### src/hw/pdi_pkg.sv
package pdi_pkg;

	localparam int NRAIL = 4;
	localparam int LINREG_BASE = 2;
	localparam int CLK_HZ = 20000000;
	localparam int SHORT_TIME_MS = 1;
	localparam int SHORT_CYC = SHORT_TIME_MS * (CLK_HZ / 1000);
	localparam int GATE_TIME_US = 800;
	localparam int GATE_CYC = GATE_TIME_US * (CLK_HZ / 1000000);
	localparam int CNT_W = 16;

	localparam int FLAG_W = 19;
	localparam int F_CURLIM = 0;
	localparam int F_SHORT = 4;
	localparam int F_VCHG = 8;
	localparam int F_HOT = 12;
	localparam int F_OTEMP = 13;
	localparam int F_OVP = 14;
	localparam int F_PDROP = 15;
	localparam int F_SYNC = 16;
	localparam int F_MEAS = 17;
	localparam int F_RST = 18;
	localparam logic [FLAG_W-1:0] FLAG_MASKABLE = 19'h3900F;

	localparam logic POK_RESET = 1'b1;
	localparam logic MODE_GATED = 1'b0;

	typedef struct packed {
		logic [NRAIL-1:0] enable;
		logic [NRAIL-1:0] under;
		logic [NRAIL-1:0] over;
		logic [NRAIL-1:0] short_uv;
		logic [NRAIL-1:0] curlim;
	} pdi_rail_t;

	typedef struct packed {
		logic [NRAIL-1:0] monitor_sel;
		logic [1:0] window_sel;
		logic hot_warning_monitor_select;
		logic power_ok_pin_polarity;
		logic power_ok_open_drain_sel;
		logic [NRAIL-1:0] valid_rise_mask;
		logic [NRAIL-1:0] valid_fall_mask;
	} pdi_cfg_t;

	typedef struct packed {
		logic [NRAIL-1:0] curlim;
		logic [NRAIL-1:0] valid;
		logic hot_warning;
		logic overtemp_off;
		logic supply_overvolt;
		logic sync_clk;
		logic power_ok;
	} pdi_status_t;

	typedef enum logic {ST_LOAD, ST_RUN} pdi_state_t;

endpackage

### src/hw/pdi_flag.sv
`timescale 1ns/1ps
module pdi_flag #(
	parameter int W = 1
) (
	input wire logic clock_i,
	input wire logic resetn_i,
	input wire logic init_i,
	input wire logic [W-1:0] set_i,
	input wire logic [W-1:0] clr_i,
	input wire logic [W-1:0] hold_i,
	output logic [W-1:0] flag_o
);
	logic [W-1:0] flag_reg;
	logic [W-1:0] flag_next;

	// Set beats clear; a live condition blocks the clear
	assign flag_next = set_i | (flag_reg & ~(clr_i & ~hold_i));
	assign flag_o = flag_reg;

	always_ff @(posedge clock_i) begin
		if (!resetn_i || init_i) begin
			flag_reg <= '0;
		end else begin
			flag_reg <= flag_next;
		end
	end
endmodule // pdi_flag

### src/hw/pdi_top.sv
`timescale 1ns/1ps
// Functional notes
// - irq_out_n_o low while any unmasked flag pending, released when all cleared.
// - After software or fault restart, raise reset flag unless reset mask set.
// - Reset mask reloads from OTP each reset; bus writes never touch it.
// - Buck current limit: maskable flag, live status; clear blocked while active.
// - Linear regulator current limit: same as buck, own flag and status.
// - Buck output low for 1 ms: disable converter, set unmaskable short flag.
// - Linear output low for 1 ms: disable regulator, set unmaskable short flag.
// - Thermal warning: maskable flag, live status, clear blocked while hot.
// - Thermal shutdown: disable all rails, outputs low, sticky unmaskable flag.
// - Supply overvoltage: disable all rails, outputs low, clear only after recovery.
// - Buck valid change flag on both directions, separate masks, validity status.
// - Linear valid change flag on both directions, separate masks, validity status.
// - Power-good drop sets maskable flag; status high means voltages valid.
// - Pin polarity inverts only the pin, never status or drop flag.
// - Sync clock change flag with status; measurement done flag without status.
// - Lockout reset clears everything silently; restart loads OTP, sets reset flag.
// - Software reset clears registers, restarts, then sets reset flag.
// - Each rail selectable as power-good source; disabled rails masked off.
// - Thermal warning optionally a power-good source; current limit never.
// - Power good only when every selected source and both faults are clear.
// - Window bit 0 checks undervoltage only, 1 checks both directions.
// - Pin polarity and push-pull or open-drain type are configurable.
// - Gated or continuous mode taken from OTP setting.
// - Gated mode holds power-good status 800 us after start-up or voltage change.
module pdi_top
	import pdi_pkg::*;
#(
	parameter int SHORT_CYCLES = SHORT_CYC,
	parameter int GATE_CYCLES = GATE_CYC
) (
	input wire logic clock_i,
	input wire logic resetn_i,
	input wire pdi_rail_t rail_i,
	input wire pdi_cfg_t cfg_i,
	input wire logic hot_warning_i,
	input wire logic overtemp_i,
	input wire logic supply_overvolt_i,
	input wire logic sync_clk_present_i,
	input wire logic load_meas_done_i,
	input wire logic volt_change_i,
	input wire logic sw_reset_i,
	input wire logic otp_reset_mask_i,
	input wire logic otp_mode_i,
	input wire logic [FLAG_W-1:0] flag_mask_i,
	input wire logic [FLAG_W-1:0] flag_clear_i,
	output logic [FLAG_W-1:0] flag_o,
	output pdi_status_t status_o,
	output logic irq_out_n_o,
	output logic power_ok_pin_o,
	output logic power_ok_pin_oe_o,
	output logic [NRAIL-1:0] rail_off_o,
	output logic gpo_low_o
);
	pdi_state_t st_reg;
	pdi_state_t st_next;
	logic reset_mask_reg;
	logic mode_reg;
	logic restart_reg;
	logic [NRAIL-1:0] off_reg;
	logic [NRAIL-1:0] off_next;
	logic [CNT_W-1:0] short_cnt_reg [NRAIL];
	logic [NRAIL-1:0] valid_reg;
	logic [NRAIL-1:0] en_prev_reg;
	logic sync_reg;
	logic pok_reg;
	logic pok_next;
	logic [CNT_W-1:0] gate_cnt_reg;
	logic [CNT_W-1:0] gate_cnt_next;

	logic run;
	logic soft_clear;
	logic shutdown;
	logic [NRAIL-1:0] eff_en;
	logic [NRAIL-1:0] short_trip;
	logic [NRAIL-1:0] window;
	logic [NRAIL-1:0] valid_now;
	logic [NRAIL-1:0] rail_ok;
	logic pok_raw;
	logic gate_start;
	logic gating;
	logic first_run;
	logic [FLAG_W-1:0] flag_set;
	logic [FLAG_W-1:0] flag_hold;
	logic [FLAG_W-1:0] irq_gate;

	// Start-up sequencing: one load cycle after any reset, then run
	assign run = (st_reg == ST_RUN);
	assign soft_clear = run && sw_reset_i;
	assign st_next = (st_reg == ST_LOAD) ? ST_RUN : (soft_clear ? ST_LOAD : ST_RUN);
	assign first_run = (st_reg == ST_LOAD);

	always_ff @(posedge clock_i) begin
		if (!resetn_i) begin
			st_reg <= ST_LOAD;
			reset_mask_reg <= 1'b0;
			mode_reg <= MODE_GATED;
			restart_reg <= 1'b0;
		end else begin
			st_reg <= st_next;
			restart_reg <= first_run;
			if (first_run) begin
				reset_mask_reg <= otp_reset_mask_i;
				mode_reg <= otp_mode_i;
			end
		end
	end

	// Faults that force every rail off
	assign shutdown = flag_o[F_OTEMP] || flag_o[F_OVP] || overtemp_i || supply_overvolt_i;
	assign rail_off_o = off_reg | {NRAIL{shutdown || !run}};
	assign gpo_low_o = shutdown || !run;
	assign eff_en = rail_i.enable & ~rail_off_o;

	// Short or overload debounce per rail
	genvar g;
	generate
		for (g = 0; g < NRAIL; g++) begin : g_rail
			assign short_trip[g] = eff_en[g] && rail_i.short_uv[g]
				&& (short_cnt_reg[g] == CNT_W'(SHORT_CYCLES - 1));
			assign window[g] = cfg_i.window_sel[(g >= LINREG_BASE) ? 1 : 0];
			always_ff @(posedge clock_i) begin
				if (!resetn_i || soft_clear || !eff_en[g] || !rail_i.short_uv[g]) begin
					short_cnt_reg[g] <= '0;
				end else if (!short_trip[g]) begin
					short_cnt_reg[g] <= short_cnt_reg[g] + CNT_W'(1);
				end
			end
		end
	endgenerate

	// Tripped rail stays off until its enable is dropped
	assign off_next = (off_reg & rail_i.enable) | short_trip;

	// Rail validity and power-good combine
	assign valid_now = eff_en & ~rail_i.under & ~(window & rail_i.over);
	assign rail_ok = ~cfg_i.monitor_sel | ~eff_en | valid_now;
	assign pok_raw = (&rail_ok)
		&& !(cfg_i.hot_warning_monitor_select && hot_warning_i)
		&& !flag_o[F_OVP] && !flag_o[F_OTEMP];

	// Gated mode freezes status after start-up or a requested change
	assign gate_start = (mode_reg == MODE_GATED)
		&& (restart_reg || volt_change_i || |(rail_i.enable & ~en_prev_reg));
	assign gating = (gate_cnt_reg != '0);
	assign gate_cnt_next = gate_start ? CNT_W'(GATE_CYCLES)
		: (gating ? gate_cnt_reg - CNT_W'(1) : '0);
	assign pok_next = gating ? pok_reg : pok_raw;

	always_ff @(posedge clock_i) begin
		if (!resetn_i || soft_clear) begin
			off_reg <= '0;
			valid_reg <= '0;
			en_prev_reg <= '0;
			sync_reg <= 1'b0;
			pok_reg <= POK_RESET;
			gate_cnt_reg <= '0;
		end else begin
			off_reg <= off_next;
			valid_reg <= valid_now;
			en_prev_reg <= rail_i.enable;
			sync_reg <= sync_clk_present_i;
			pok_reg <= first_run ? POK_RESET : pok_next;
			gate_cnt_reg <= gate_cnt_next;
		end
	end

	// Pin: polarity and driver type affect only the pin
	assign power_ok_pin_o = cfg_i.power_ok_open_drain_sel ? 1'b0
		: (pok_reg ~^ cfg_i.power_ok_pin_polarity);
	assign power_ok_pin_oe_o = cfg_i.power_ok_open_drain_sel
		? (pok_reg ^ cfg_i.power_ok_pin_polarity) : 1'b1;

	// Event sources for the sticky flags
	assign flag_set[F_CURLIM +: NRAIL] = {NRAIL{run}} & rail_i.curlim;
	assign flag_set[F_SHORT +: NRAIL] = short_trip;
	assign flag_set[F_VCHG +: NRAIL] = {NRAIL{run}}
		& ((valid_now & ~valid_reg & ~cfg_i.valid_rise_mask)
		| (~valid_now & valid_reg & ~cfg_i.valid_fall_mask));
	assign flag_set[F_HOT] = run && hot_warning_i;
	assign flag_set[F_OTEMP] = run && overtemp_i;
	assign flag_set[F_OVP] = run && supply_overvolt_i;
	assign flag_set[F_PDROP] = run && pok_reg && !pok_next;
	assign flag_set[F_SYNC] = run && (sync_reg != sync_clk_present_i);
	assign flag_set[F_MEAS] = run && load_meas_done_i;
	assign flag_set[F_RST] = restart_reg && !reset_mask_reg;

	assign flag_hold = '0 | (FLAG_W'(rail_i.curlim) << F_CURLIM)
		| (FLAG_W'(hot_warning_i) << F_HOT)
		| (FLAG_W'(overtemp_i) << F_OTEMP)
		| (FLAG_W'(supply_overvolt_i) << F_OVP);

	pdi_flag #(
		.W(FLAG_W)
	) u_flags (
		.clock_i(clock_i),
		.resetn_i(resetn_i),
		.init_i(soft_clear),
		.set_i(flag_set),
		.clr_i(flag_clear_i),
		.hold_i(flag_hold),
		.flag_o(flag_o)
	);

	assign irq_gate = ~(FLAG_MASKABLE & flag_mask_i);
	assign irq_out_n_o = !(|(flag_o & irq_gate));

	assign status_o.curlim = rail_i.curlim;
	assign status_o.valid = valid_reg;
	assign status_o.hot_warning = hot_warning_i;
	assign status_o.overtemp_off = overtemp_i;
	assign status_o.supply_overvolt = supply_overvolt_i;
	assign status_o.sync_clk = sync_reg;
	assign status_o.power_ok = pok_reg;
endmodule // pdi_top

### config.mk
export PLATFORM = sky130hd
export DESIGN_NAME = pdi_top
export DESIGN_NICKNAME = d
export VERILOG_FILES = /design/src/hw/pdi_pkg.sv /design/src/hw/pdi_flag.sv /design/src/hw/pdi_top.sv
export SDC_FILE = /design/constraint.sdc
export NUM_CORES = 1
export LEC_CHECK = 0
export BUFFER_PORTS_ARGS = -buffer_cell sky130_fd_sc_hd__buf_2
export CORE_UTILIZATION = 33
export CTS_CLUSTER_SIZE = 24
export DETAILED_ROUTE_END_ITERATION = 6
export PLACE_DENSITY = 0.59
export SLEW_MARGIN = 20
export SYNTH_ARGS = -nofsm -noshare
export SYNTH_HDL_FRONTEND = slang
export SYNTH_SLANG_ARGS = --single-unit
### constraint.sdc
create_clock -name clock_i -period 3.4 [get_ports clock_i]
set_clock_uncertainty 0.2 [all_clocks]
set_input_delay 0.34 -clock clock_i [delete_from_list [all_inputs] [get_ports clock_i]]
set_output_delay 0.34 -clock clock_i [all_outputs]
set_load 0.005 [all_outputs]
==> impl_metrics.env <==
export IMPL_outcome="completed"
export IMPL_hold_viol_final=0
export IMPL_dp_cells=914
export IMPL_synthFlopType="edfxtp_1"
export IMPL_tritoncts_num_sinks=117
export IMPL_place_congestion=0.802
export IMPL_drt_first_pass_iters=4
export IMPL_final_cell_count_no_fill=964
export IMPL_syn_inst=591
export IMPL_dr_first_iter_drc_count=263
export IMPL_worstPathRequired_ns=2.86
export IMPL_fin_util_pct=43.3
export IMPL_finalCritPeriodShare_pct=81.6
export IMPL_cts_buffers=17
export IMPL_grt_pass1_vias=4485
export IMPL_synth_mux_area_fraction_pct=0.869
export IMPL_synth_edf_count=64
export IMPL_ant_nets=0
export IMPL_syn2layout_area_growth_pct=26.4
export IMPL_drive_gt1_share_pct=22.2
export IMPL_nNetsFinal=822
export IMPL_met1Wirelength_mm=6.22
export IMPL_io_buffers=114
export IMPL_n_fill_cell=1677
export IMPL_async_flop_share_pct=0
export IMPL_worstPathArrival_ns=2.23
export IMPL_die_h_microns=134
export IMPL_dr_wl_met3_microns=705
export IMPL_setup_viol_count_final=0
export IMPL_rsz0062_at_grt="no"
export IMPL_cts_root_buffer="clkbuf_16"
export IMPL_top_layer="met4"
export IMPL_slew_violations=0
export IMPL_hp_class="input port to flip-flop"
export IMPL_h_tree_depth=4
export IMPL_postCtsSetupRepairBufs=0
export IMPL_avgViaCountPerCell=4.79
export IMPL_antenna_found_initial=0
export IMPL_yosysSeqAreaShare_pct=51.8
export IMPL_num_rows=47
export IMPL_synth_simple_area_share_pct=26.4
export IMPL_synthTopCellsByCount="nor2_1 (101), edfxtp_1 (64), dfxtp_1 (53)"
export IMPL_powerDensity_mw_per_mm2=485
export IMPL_ys_seq_elements=117
export IMPL_wl_per_cell_microns=14.1
export IMPL_yosysMostFrequentCell="nor2_1"
export IMPL_cp_max_fo=10
export IMPL_ir_drop_mv=0.364
export IMPL_synth_top_area_cell="edfxtp_1"
export IMPL_die_area_sq_mm=0.0180
export IMPL_synth_avg_cell_area_sq_um=9.75
export IMPL_largest_reg_flops=64
export IMPL_path_class="flip-flop to primary output"
export IMPL_leakagePower_nw=2.93
export IMPL_cp_start_kind="flip-flop"
export IMPL_total_power_mw=3.53
export IMPL_dpl_cell_area_sq_mm=0.00653
export IMPL_ctsResizeCount=0
export IMPL_globalRouteTotalUtil_pct=16.3
export IMPL_grt_pass1_wl_mm=22.0
export IMPL_cap_violations=0
export IMPL_timing_fmax_mhz=361
export IMPL_drc_errors=0
export IMPL_final_setup_tns_ns=0
export IMPL_totalWireLength_mm=13.6
export IMPL_grt_overflow=0
export IMPL_synth_top_family_by_area="simple AND/OR/NAND/NOR gates"
export IMPL_core_area_sq_mm=0.0168
export IMPL_clockBufferDepth=2
export IMPL_cp_end_kind="primary output"
export IMPL_place_hpwl_mm=10.1
export IMPL_relSlewSlack_pct=49.3
export IMPL_grt_max_degree=25
export IMPL_initial_core_util_pct=34.3
export IMPL_worst_pin_slew_ns=0.753
export IMPL_post_place_ws_ns=0.700
export IMPL_final_area_sq_mm=0.00728
export IMPL_yosys_top_cells_area="edfxtp_1 (33%), dfxtp_1 (18%), nor2_1 (6.6%), xnor2_1 (5.3%), xor2_1 (5.0%)"
export IMPL_ctsHoldBuffers=18
export IMPL_pin_count=126
export IMPL_yosysUniqueCellTypes=52
export IMPL_synthAdderAreaFrac_pct=1.09
export IMPL_period_needed_ns=2.77
export IMPL_synthesis_area_sq_mm=0.00576
export IMPL_whs_ns=0.0219
export IMPL_fp_dieW_microns=134
export IMPL_dr_wl_met2_mm=6.18
export IMPL_yosys_warnings=0
export IMPL_synth_xor_xnor_area_share_pct=10.3
export IMPL_yosysTopAreaCellShare_pct=33.4
export IMPL_vias=4617
export IMPL_synth_compound_area_share_pct=5.23
export IMPL_layout_setup_ws_ns=0.627
export IMPL_tritoncts="built"
export IMPL_synth_nets=682
export IMPL_clk_pin_slew_ns=0.06
export IMPL_n_antenna_cell=0
export IMPL_insertion_delay_ns=0.42
[metal layers]
metal / track usage (%) / up-vias
met5: 0 / -
met4: 9.86 / 0
met3: 4.61 / 21
met2: 25.3 / 127
met1: 20.2 / 2135
li1: - / 2334
[critical path, stage by stage (launching register included)]
cell	delay (ns)
dfxtp_1	0.36
nor4_4	0.57
nand2_2	0.32
or2_2	0.40
buf_2	0.16
[cell families (layout without fill, tap and decap cells)]
family | count (synthesis) | after routing
AOI/OAI and AO/OA | 49 | 49
xor gates and xnor gates | 68 | 68
adders and majority gates | 5 | 5
buffers and inverters | 48 | 201
DFF | 117 | 117
muxes | 5 | 5
and+or+nand+nor | 299 | 299
[power breakdown]
group	total (mW)	internal, mW	switching (mW)
logic	0.274	0.136	0.139
clock network	1.72	1.10	0.613
registers	1.54	1.51	0.0298
total	3.53	2.75	0.782
[placed cells by master (no fill, tap or decap), types with 5 or more instances in the layout]
cell | Yosys | routed
inv_1 | 29 | 29
and2_1 | 10 | 10
nand3b_1 | 13 | 13
nand4_1 | 8 | 8
nor2b_1 | 9 | 9
edfxtp_1 | 64 | 64
buf_2 | 1 | 114
nand2_1 | 48 | 48
o21ai_0 | 21 | 21
nor4_1 | 18 | 18
xnor2_1 | 35 | 35
ha_1 | 5 | 5
buf_4 | 10 | 8
and3_1 | 16 | 16
dlygate4sd3_1 | 0 | 18
a21oi_1 | 12 | 12
xor2_1 | 33 | 33
nor3_1 | 12 | 12
or2_2 | 6 | 6
nand3_1 | 34 | 34
dfxtp_1 | 53 | 53
mux2i_1 | 5 | 5
nor2_1 | 101 | 101
clkbuf_16 | 0 | 18
[cell type report]
class	count	area, sq um	area share (%)
inverter	29	109	1.50
clock inverter	7	67.6	0.928
tap	220	275	3.78
timing repair buffer	140	811	11.1
clock buffer	25	507	6.96
sequential	117	2980	41.0
multi-input combinational	426	2530	34.7
[final timing paths]
path / depth (start not counted) / start / end / slack, ns
worst max-delay path: 4 / u_flags.flag_o[13]$_SDFF_PP0_ / rail_off_o[2] / 0.63
worst min-delay path: 4 / flag_clear_i[16] / u_flags.flag_o[16]$_SDFF_PP0_ / 0.02
worst max register to register: 4 / u_flags.flag_o[13]$_SDFF_PP0_ / short_cnt_reg[0][0]$_SDFFCE_PN0P_ / 0.76
worst min register to register: 1 / gate_cnt_reg[0]$_SDFF_PP0_ / gate_cnt_reg[0]$_SDFF_PP0_ / 0.24
(Power assumes the default switching activity.)
